--- config.mk ---
export PLATFORM = sky130hd
export DESIGN_NAME = mac_coprocessor_datapath
export DESIGN_NICKNAME = d
export VERILOG_FILES = /design/src/hw/mac_pkg.sv /design/src/hw/mac_multiplier.sv /design/src/hw/mac_half_select.sv /design/src/hw/mac_coprocessor_datapath.sv
export VERILOG_INCLUDE_DIRS = /design/src /design/src/hw
export SDC_FILE = /design/constraint.sdc
export NUM_CORES = 1
export LEC_CHECK = 0
export BUFFER_PORTS_ARGS = -buffer_cell sky130_fd_sc_hd__clkbuf_2
export CAP_MARGIN = 5
export CELL_PAD_IN_SITES_DETAIL_PLACEMENT = 1
export CELL_PAD_IN_SITES_GLOBAL_PLACEMENT = 2
export CORE_MARGIN = 2
export CORE_UTILIZATION = 39
export DETAILED_ROUTE_END_ITERATION = 8
export HOLD_SLACK_MARGIN = 0.02
export PLACE_DENSITY = 0.81
export SYNTH_ARGS = -nofsm -noshare
export SYNTH_HDL_FRONTEND = slang
export SYNTH_SLANG_ARGS = --single-unit
--- constraint.sdc ---
create_clock -name i_core_clk -period 9.7 [get_ports i_core_clk]
set_input_delay 1.94 -clock i_core_clk [delete_from_list [all_inputs] [get_ports i_core_clk]]
set_output_delay 1.94 -clock i_core_clk [all_outputs]
set_load 0.005 [all_outputs]
--- src/hw/mac_map.svh ---
`ifndef MAC_MAP_SVH
`define MAC_MAP_SVH

// ----------------------------------------------------------------
// mode values written by mode_write_instr
// ----------------------------------------------------------------
`define MAC_MODE_INIT0 8'h00
`define MAC_MODE_INIT1 8'h01
`define MAC_MODE_INIT2 8'h02
`define MAC_MODE_RD_ACC_LO 8'h03
`define MAC_MODE_RD_ACC_HI 8'h13
`define MAC_MODE_RD_SEC_LO 8'h23
`define MAC_MODE_RD_SEC_HI 8'h33
`define MAC_MODE_UMAC_LO 8'h06
`define MAC_MODE_SMAC_LO 8'h07
`define MAC_MODE_UMAC_HI 8'h16
`define MAC_MODE_SMAC_HI 8'h17

// ----------------------------------------------------------------
// mode field positions
// ----------------------------------------------------------------
`define MAC_MODE_SIGNED_BIT 0
`define MAC_MODE_HIGH_BIT 4
`define MAC_MODE_SEC_BIT 5

// ----------------------------------------------------------------
// flag values and reset values
// ----------------------------------------------------------------
`define MAC_FLAGS_NONE 4'h0
`define MAC_FLAGS_OVF 4'h4
`define MAC_RESULT_RST 32'h0000_0000
`define MAC_HALF_RST 16'h0000
`define MAC_MODE_RST 8'h00

`endif

--- src/hw/mac_pkg.sv ---
package mac_pkg;

    // one instruction from the core, same clock domain
    typedef struct packed {
        logic mode_wr;
        logic load_op;
        logic compute;
        logic imm_ext;
        logic [7:0] mode_val;
        logic [15:0] dst_val;
        logic [15:0] src_val;
        logic [15:0] imm_val;
    } instr_t;

    // answer returned for a compute_and_return_instr
    typedef struct packed {
        logic valid;
        logic [3:0] flags;
        logic [15:0] data;
    } answer_t;

    typedef enum logic [5:0] {
        CL_INIT0 = 6'h01,
        CL_INIT1 = 6'h02,
        CL_INIT2 = 6'h04,
        CL_READ = 6'h08,
        CL_MAC = 6'h10,
        CL_OTHER = 6'h20
    } mode_class_t;

endpackage

--- src/hw/mac_multiplier.sv ---
`include "mac_map.svh"

module mac_multiplier (
    // operands
    input wire logic i_signed,
    input wire logic [15:0] i_mul_a,
    input wire logic [15:0] i_mul_b,
    input wire logic [31:0] i_acc,
    // results
    output logic [31:0] o_product,
    output logic [31:0] o_sum,
    output logic o_overflow
);
    wire [16:0] a_ext = {i_signed & i_mul_a[15], i_mul_a};
    wire [16:0] b_ext = {i_signed & i_mul_b[15], i_mul_b};
    wire signed [33:0] prod_full = $signed(a_ext) * $signed(b_ext);

    assign o_product = prod_full[31:0];
    assign o_sum = i_acc + o_product;
    // like signs in, opposite sign out; unsigned never overflows
    assign o_overflow = i_signed & (o_product[31] == i_acc[31])
        & (o_sum[31] != o_product[31]);
endmodule

--- src/hw/mac_half_select.sv ---
`include "mac_map.svh"

module mac_half_select (
    // selection
    input wire logic i_sel_sec,
    input wire logic i_sel_hi,
    // words
    input wire logic [31:0] i_acc,
    input wire logic [31:0] i_sec,
    // half word
    output logic [15:0] o_half
);
    wire [31:0] word = i_sel_sec ? i_sec : i_acc;

    assign o_half = i_sel_hi ? word[31:16] : word[15:0];
endmodule

--- src/hw/mac_coprocessor_datapath.sv ---
`include "mac_map.svh"

// Behaviour
// (RL1) a MAC step adds a 16x16 product into the 32-bit accumulator.
// (RL2) writing mode 0x00 clears both result registers, no operand needed.
// (RL3) in mode 0x01 a load puts the source low and zeros the high half.
// (RL4) in mode 0x02 a load puts the destination high and the source low.
// (RL5) modes 0x06 and 0x07 accumulate and return the new sum's low half.
// (RL6) modes 0x16 and 0x17 accumulate and return the new sum's high half.
// (RL7) flags read 0100 on signed overflow only, otherwise 0000.
// (RL8) overflow: product and old sum share a sign the new sum lacks.
// (RL9) while the overflow flag is set the accumulated result is held.
// (RL10) overflow clears on a clean MAC step or any non-read load or compute.
// (RL11) each compute returns one half plus flags; read-back gives the other.
// (RL12) result registers hold until an operation rewrites them.
// (RL13) read-back: 0x03/0x13 acc low/high, 0x23/0x33 secondary low/high.
// (RL14) read-back reports flags 0000 and leaves both result registers alone.
// (RL15) the core initialises, picks a MAC mode, computes per pair, reads.
// (RL16) the core writes the mode before sending operands for it.
// (RL17) signed modes use two's complement; an immediate replaces the source.
module mac_coprocessor_datapath (
    // clock, reset, enable
    input wire logic i_core_clk,
    input wire logic i_sys_rst,
    input wire logic i_clk_en,
    // instruction from the core
    input wire mac_pkg::instr_t i_instr,
    // answer to the core
    output mac_pkg::answer_t o_answer,
    // status
    output logic [7:0] o_mode,
    output logic o_overflow,
    output logic [31:0] o_accumulator,
    output logic [31:0] o_secondary
);
    // ------------------------------------------------------------
    // mode decode
    // ------------------------------------------------------------
    function automatic mac_pkg::mode_class_t classify(input logic [7:0] m);
        mac_pkg::mode_class_t c;
        c = mac_pkg::CL_OTHER;
        unique case (m)
            `MAC_MODE_INIT0: c = mac_pkg::CL_INIT0;
            `MAC_MODE_INIT1: c = mac_pkg::CL_INIT1;
            `MAC_MODE_INIT2: c = mac_pkg::CL_INIT2;
            `MAC_MODE_RD_ACC_LO,
            `MAC_MODE_RD_ACC_HI,
            `MAC_MODE_RD_SEC_LO,
            `MAC_MODE_RD_SEC_HI: c = mac_pkg::CL_READ;
            `MAC_MODE_UMAC_LO,
            `MAC_MODE_SMAC_LO,
            `MAC_MODE_UMAC_HI,
            `MAC_MODE_SMAC_HI: c = mac_pkg::CL_MAC;
            default: c = mac_pkg::CL_OTHER;
        endcase
        return c;
    endfunction

    logic [7:0] mode_reg;
    mac_pkg::mode_class_t class_reg;
    logic [31:0] acc_reg;
    logic [31:0] sec_reg;
    logic ovf_reg;
    mac_pkg::answer_t ans_reg;
    logic en_q_reg;

    logic [7:0] mode_next;
    mac_pkg::mode_class_t class_next;
    logic [31:0] acc_next;
    logic [31:0] sec_next;
    logic ovf_next;
    mac_pkg::answer_t ans_next;

    // ------------------------------------------------------------
    // instruction decode
    // ------------------------------------------------------------
    // one instruction per cycle; a mode write wins over a load,
    // and a load over a compute, should the core assert several
    wire mode_wr_w = i_instr.mode_wr;
    wire load_w = i_instr.load_op & ~mode_wr_w;
    wire compute_w = i_instr.compute & ~mode_wr_w & ~i_instr.load_op;
    wire init0_wr_w = mode_wr_w
        & (classify(i_instr.mode_val) == mac_pkg::CL_INIT0); // RL2

    wire is_init1 = class_reg == mac_pkg::CL_INIT1;
    wire is_init2 = class_reg == mac_pkg::CL_INIT2;
    wire is_read = class_reg == mac_pkg::CL_READ;
    wire is_mac = class_reg == mac_pkg::CL_MAC;

    wire signed_w = is_mac & mode_reg[`MAC_MODE_SIGNED_BIT]; // RL17
    wire high_w = mode_reg[`MAC_MODE_HIGH_BIT];
    wire sec_sel_w = is_read & mode_reg[`MAC_MODE_SEC_BIT];

    // immediate form replaces the source register operand
    wire [15:0] operand_w = i_instr.imm_ext ? i_instr.imm_val
        : i_instr.src_val; // RL17

    wire mac_step_w = compute_w & is_mac;
    // a set flag freezes the sum for one step; that step clears it
    wire mac_acc_w = mac_step_w & ~ovf_reg; // RL9
    wire clr_w = (load_w | compute_w) & ~is_read; // RL10

    // ------------------------------------------------------------
    // arithmetic and result selection
    // ------------------------------------------------------------
    logic [31:0] product_w;
    logic [31:0] sum_w;
    logic mul_ovf_w;
    logic [15:0] half_w;

    mac_multiplier u_mul (
        .i_signed(signed_w),
        .i_mul_a(i_instr.dst_val),
        .i_mul_b(operand_w),
        .i_acc(acc_reg),
        .o_product(product_w),
        .o_sum(sum_w),
        .o_overflow(mul_ovf_w)
    );

    // a MAC step returns a half of the updated accumulator
    mac_half_select u_sel (
        .i_sel_sec(sec_sel_w),
        .i_sel_hi(high_w),
        .i_acc(is_mac ? acc_next : acc_reg),
        .i_sec(sec_reg),
        .o_half(half_w)
    ); // RL11 RL13

    // ------------------------------------------------------------
    // next state
    // ------------------------------------------------------------
    assign mode_next = mode_wr_w ? i_instr.mode_val : mode_reg; // RL16
    assign class_next = mode_wr_w ? classify(i_instr.mode_val)
        : class_reg;

    assign acc_next =
        init0_wr_w ? `MAC_RESULT_RST : // RL2
        (load_w & is_init1) ? {`MAC_HALF_RST, operand_w} : // RL3
        (load_w & is_init2) ? {i_instr.dst_val, operand_w} : // RL4
        mac_acc_w ? sum_w : // RL1
        acc_reg; // RL12

    assign sec_next = init0_wr_w ? `MAC_RESULT_RST : sec_reg; // RL2

    // mode 0x00 also drops a pending overflow, as its result is gone
    assign ovf_next =
        init0_wr_w ? 1'b0 :
        mac_step_w ? (~ovf_reg & mul_ovf_w) : // RL8 RL10
        clr_w ? 1'b0 : // RL10
        ovf_reg;

    // flags are zero except on an overflowing signed step
    assign ans_next.valid = compute_w;
    assign ans_next.flags = !compute_w ? ans_reg.flags :
        (mac_acc_w & mul_ovf_w) ? `MAC_FLAGS_OVF : // RL7
        `MAC_FLAGS_NONE; // RL14
    assign ans_next.data = compute_w ? half_w : ans_reg.data; // RL5 RL6

    // ------------------------------------------------------------
    // registers
    // ------------------------------------------------------------
    always_ff @(posedge i_core_clk or posedge i_sys_rst) begin
        if (i_sys_rst) begin
            mode_reg <= `MAC_MODE_RST;
            class_reg <= mac_pkg::CL_INIT0;
            acc_reg <= `MAC_RESULT_RST;
            sec_reg <= `MAC_RESULT_RST;
            ovf_reg <= 1'b0;
            ans_reg <= '0;
        end else if (i_clk_en) begin
            mode_reg <= mode_next;
            class_reg <= class_next;
            acc_reg <= acc_next;
            sec_reg <= sec_next;
            ovf_reg <= ovf_next;
            ans_reg <= ans_next;
        end
    end

    // valid is a one-cycle pulse even if the enable drops next cycle
    assign o_answer.valid = ans_reg.valid & en_q_reg;
    assign o_answer.flags = ans_reg.flags;
    assign o_answer.data = ans_reg.data;
    assign o_mode = mode_reg;
    assign o_overflow = ovf_reg;
    assign o_accumulator = acc_reg;
    assign o_secondary = sec_reg;

    always_ff @(posedge i_core_clk or posedge i_sys_rst) begin
        if (i_sys_rst) begin
            en_q_reg <= 1'b0;
        end else begin
            en_q_reg <= i_clk_en;
        end
    end

    wire step_w = i_clk_en & mac_acc_w;
endmodule

Word-level counts from Yosys, hierarchy flattened --
Cells that the tools add are included. Widths: inputs -> output; s select.
Word-level totals: output and inout port bits 94, bits of input ports 63, flip-flop bits (word level) 69, logic and storage cells 70
Operators by class: multiply operators 1, reductions and logical operators 7, bitwise gates (word level) 23, multiplexer cells 13, equality and inequality tests 17, add/subtract/negate cells 1
Operators by type and width (number):
- $mux 32 | 6
- $add 32x32->32 | 1
- $mul 17x17->32 | 1
- $mux 16 | 2
- $pmux 6 s5 | 1
- $eq 8x5->1 const B | 3
- $and 1x1->1 | 18
- $eq 8x2->1 const B | 2
- $eq 8x3->1 const B | 2
- $eq 8x6->1 const B | 2
- $eq 8x1->1 const B | 1
- $logic_not 8->1 | 1
- $reduce_or 4->1 | 2
- $eq 6x1->1 const B | 1
- $eq 6x2->1 const B | 1
- $eq 6x3->1 const B | 1
- $eq 6x4->1 const B | 1
- $eq 6x5->1 const B | 1
- $reduce_and 2->1 | 3
- $not 1->1 | 4
- $mux 1 | 3
- $mux 3 | 1
- $reduce_bool 3->1 | 1
- $eq 1x1->1 | 1
- other kinds (2) | 2

Longest topological paths before layout --
depth in word-level cells 12, depth in mapped cells 39, gate-level depth less buffers 37

Modules after synthesis --
A second synthesis with hierarchy kept.
Unflattened totals: cells, all modules 1810, area, all modules 16892.5 µm²
Modules (own cells, without submodules):
- mac_multiplier | instances 1, area each 11870.1 µm², seq. area each 0.0 µm², cells each 1334
- mac_coprocessor_datapath | instances 1, area each 4598.2 µm², seq. area each 1652.8 µm², cells each 456
- mac_half_select | instances 1, area each 424.2 µm², seq. area each 0.0 µm², cells each 20

Least setup slack after synthesis --
No wires, ideal clock.
path type input port to flip-flop, start input i_instr[56] (netlist name), end register ans_reg, in the netlist o_answer[12], arrival time 10165 ps, stages 35, buffers on the path 3, data required time 9578 ps, slack -587 ps, setup time 122 ps, cell sequence buf_2 -> buf_1 -> mux2_2 -> clkbuf_1 -> nand2_1 -> fa_1 -> inv_1 -> fa_1 -> inv_1 -> fa_1 -> fa_1 -> inv_1 -> fa_1 -> fa_1 -> ha_1 -> a21o_1 -> a21oi_1 -> a21boi_0 -> o21ai_0 -> and2_1 -> o21a_1 -> nor2_1 -> xnor2_1 -> ha_1 -> inv_1 -> o21bai_1 -> a21oi_1 -> nor2_1 -> a21oi_1 -> nand3_1 -> o211ai_1 -> mux2i_1 -> nand3_1 -> a221o_1 -> a32o_1
Between the ends: word-level cells in the longest chain between the ends 11
Ends and longest elaborated chain:
- from (decl) | RTL line mac_coprocessor_datapath.sv:27 | input wire mac_pkg::instr_t i_instr,
- $mux 16 (*) | RTL line mac_coprocessor_datapath.sv:95 | wire [15:0] operand_w = i_instr.imm_ext ? i_instr.imm_val
- $and 1x1->1 | RTL line mac_multiplier.sv:15 | wire [16:0] b_ext = {i_signed & i_mul_b[15], i_mul_b};
- $mul 17x17->32 | RTL line mac_multiplier.sv:16 | wire signed [33:0] prod_full = $signed(a_ext) * $signed(b_ext);
- $add 32x32->32 | RTL line mac_multiplier.sv:19 | assign o_sum = i_acc + o_product;
- $mux 32 | RTL line mac_coprocessor_datapath.sv:141 | mac_acc_w ? sum_w :
- $mux 32 | RTL line mac_coprocessor_datapath.sv:140 | (load_w & is_init2) ? {i_instr.dst_val, operand_w} :
- $mux 32 (*) | RTL line mac_coprocessor_datapath.sv:139 | (load_w & is_init1) ? {`MAC_HALF_RST, operand_w} :
- $mux 32 (*) | RTL line mac_coprocessor_datapath.sv:138 | init0_wr_w ? `MAC_RESULT_RST :
- $mux 32 (*) | RTL line mac_coprocessor_datapath.sv:125 | .i_acc(is_mac ? acc_next : acc_reg),
- $mux 32 (*) | RTL line mac_half_select.sv:13 | wire [31:0] word = i_sel_sec ? i_sec : i_acc;
- $mux 16 (*) | RTL line mac_half_select.sv:15 | assign o_half = i_sel_hi ? word[31:16] : word[15:0];
- to (signal assigned) | RTL line mac_coprocessor_datapath.sv:177 | ans_reg <= ans_next;
- to (decl) | RTL line mac_coprocessor_datapath.sv:64 | mac_pkg::answer_t ans_reg;
Mark *: on every way between the ends. The rest lies on a longest branch, timed or not. A chain may end at the register's enable or synchronous reset.

Worst setup path in the final report --
Same ends and word-level chain as after synthesis.

==> impl_metrics.csv <==
group,metric,value,unit
outcome,status,"completed",
sta,relSlewSlack,26.5,%
sta,setup_viol,0,
yosys,synthCells,1832,
yosys,synth_top_cells_by_count,"inv_1 (317), fa_1 (283), nand2_1 (192)",
cts,path_clk_slew,0.05,ns
sta,worst_pin_slew,1.10,ns
die,fp.dieH,208,microns
worst_setup_path,cp_slowest_cell,"fa_2",
placed_design,place_inst,2592,
yosys,synth_most_common_cell,"inv_1",
yosys,syn_avg_cell_area,8.85,sq um
cts,cts_tree,"done",
worst_hold_path,holdCritPathClass,"register to register",
global_routing,grtUsageTotal,27.1,%
yosys,synth_ff_type,"dfrtp_1",
worst_setup_path,crit_path_start_kind,"input port",
detailed_routing,remaining_drc_errors,0,
layout,design_area,20000,sq um
worst_setup_path,cp_data_arrival_time,9.78,ns
yosys,synth_edf_count,0,
yosys,synthTopCellsByArea,"fa_1 (35%), dfrtp_1 (10%), ha_1 (8.8%)",
sta,setup_ws,0.141,ns
sta,clock_skew,0.00743,ns
placed_design,place_area,18500,sq um
placed_design,dpl.hpwl,46.6,mm
detailed_routing,antenna_left,0,
cts,cts.sinks,66,
global_routing,grt-ovfl-total,0,
worst_setup_path,slowest_delay,0.58,ns
layout,antenna_cells,0,
yosys,ys_seq_elements,66,
cts,postCtsHoldBufs,0,
sta,final_hold_viol_count,0,
die,rows,74,
cts,numCtsBuffers,9,
die,core-area,40900,sq um
sta,rsz0062_at_grt,"yes",
worst_setup_path,endpoint_kind,"register",
worst_setup_path,cp_max_fo,5,
layout,fin_nets,2583,
detailed_routing,post_drt_via_cell_ratio,5.36,
layout,syn_to_final_growth,23.6,%
global_routing,antenna_found_initial,0,
yosys,synth_area,16200,sq um
sta,clock.fmax,105,MHz
sta,hold_ws,0.476,ns
worst_setup_path,crit_required,9.92,ns
global_routing,grt_pass1_wl,91.9,mm
sta,min_period,9.56,ns
cts,clk-insertion-delay-late,0.34,ns
global_routing,grt_start_max_net_pins,67,
cts,cts-root-buf,"clkbuf_16",
layout,drive_gt1_share,26.9,%
job,max_cap_violations,0,
layout,final_cells,2660,
placed_design,pre_cts_ws,-0.835,ns
yosys,synth_seq_area_share,10.2,%
worst_setup_path,path_class,"input port to register",
detailed_routing,drtIter0Drc,827,
detailed_routing,dr.pass1.iters,5,
layout,largest_register_ffs,32,
yosys,synth_top_cell_by_area,"fa_1",
die,dieArea,43200,sq um
die,initial_utilization,39.6,%
sta,maxSlewViolCount,0,
die,pin_count,157,
layout,nFillCells,4805,
cts,htreeDepth,3,
yosys,synth.distinct_cells,70,
detailed_routing,vias,14266,
global_routing,grt_pass1_vias,15912,
placed_design,gp_routability_congestion,0.870,
worst_setup_path,cp_top_family,"adder cells",
placed_design,port_buffers,121,
worst_setup_path,crit_top_cell,"inv_2",
detailed_routing,wl_per_cell,22.0,microns
yosys,ys_warn_count,0,
cts,cts.path.max_buffers,2,
yosys,synth_top_area_share,34.9,%
die,die_x,208,microns
sta,fin_crit_sh,98.5,%
yosys,async_reset_ff_share,100,%
detailed_routing,drt-total-wl,58.5,mm
worst_setup_path,critPathBufInv,10,
==> routing by layer <==
metal	wire, microns	global-route usage (%)
met1	25200	37.0
met2	28500	45.7
met3	2880	3.07
met4	1910	7.09
met5	0	0
==> metrics by stage <==
step / utilization, % / setup TNS [ns]
2_1_floorplan: - / 0
3_3_place_gp: 45.3 / -8.28
3_5_place_dp: 45.3 / -12.25
4_1_cts: 47.4 / 0
5_1_grt: 49.0 / -0.958
6_report: 49.0 / 0
==> final cells by class <==
class	count	area (sq um)	share of cell area, %
clock buffer	12	236	1.18
clock inverter	4	20.0	0.0999
timing repair buffer	369	2680	13.4
multi-input combinational	1360	13600	67.8
sequential	66	1650	8.25
inverter	317	1190	5.95
tap	532	666	3.32
==> path summary, 6_finish.rpt <==
| kind | from | endpoint | slack (ns) | cells after the start |
|---|---|---|---|---|
| min in group asynchronous | i_sys_rst | o_answer[2]$_DFFE_PP0P_ | 1.85 | 3 |
| setup / recovery | i_instr[56] | o_answer[12]$_DFFE_PP0P_ | 0.14 | 38 |
| hold / removal | o_mode[1]$_DFFE_PP0P_ | o_mode[1]$_DFFE_PP0P_ | 0.48 | 2 |
| max in group asynchronous | i_sys_rst | o_accumulator[27]$_DFFE_PP0P_ | 7.26 | 3 |
| setup reg to reg | class_reg[2]$_DFFE_PP0P_ | o_answer[12]$_DFFE_PP0P_ | 0.93 | 31 |
| hold reg to reg | o_mode[1]$_DFFE_PP0P_ | o_mode[1]$_DFFE_PP0P_ | 0.48 | 2 |
==> timing repair <==
action                                  in CTS  in global routing
buffers inserted                            34                 17
gates cloned                                 4                  1
pin swaps                                   60                124
resized for setup                           65                120
endpoints found under the setup margin      21                 25
==> worst min-delay path, cell delays in order (launching register included) <==
cell and delay, ns:
dfrtp_1 0.34, nand2_1 0.05, nand2_1 0.06
==> cell families (layout without fill, tap and decap cells) <==
logic type,count (synthesis),after routing,synth area share (%)
AOI/OAI and AO/OA,302,302,12.5
xor gates and xnor gates,66,66,3.57
adders and majority gates,397,397,43.7
buffers and inverters,443,702,11.5
DFF,66,66,10.2
muxes,42,45,2.82
other,1,35,0.0231
and+or+nand+nor,515,515,15.6
==> layout by cell type (no fill, tap or decap), drive strengths merged, types with 3 or more instances in the layout <==
| master | Yosys | routed |
|---|---|---|
| a211oi | 13 | 13 |
| a21o | 32 | 32 |
| a21oi | 80 | 80 |
| a221o | 4 | 4 |
| a221oi | 11 | 11 |
| a22o | 8 | 8 |
| a31oi | 14 | 14 |
| a32o | 3 | 3 |
| and2 | 70 | 70 |
| and3 | 13 | 13 |
| buf | 66 | 249 |
| clkbuf | 60 | 132 |
| clkinv | 0 | 4 |
| conb | 1 | 35 |
| dfrtp | 65 | 65 |
| fa | 283 | 283 |
| ha | 114 | 114 |
| inv | 317 | 317 |
| mux2 | 29 | 32 |
| mux2i | 13 | 13 |
| nand2 | 192 | 192 |
| nand2b | 14 | 14 |
| nand3 | 29 | 29 |
| nand4 | 3 | 3 |
| nor2 | 74 | 74 |
| nor2b | 80 | 80 |
| nor3 | 18 | 18 |
| o2111ai | 10 | 10 |
| o211ai | 18 | 18 |
| o21a | 8 | 8 |
| o21ai | 68 | 68 |
| o21bai | 11 | 11 |
| o31ai | 6 | 6 |
| or2 | 7 | 7 |
| or3 | 7 | 7 |
| xnor2 | 44 | 44 |
| xor2 | 22 | 22 |
Power is not shown: default switching activity piles up to over one toggle a cycle in this logic, so the estimate is an artifact.
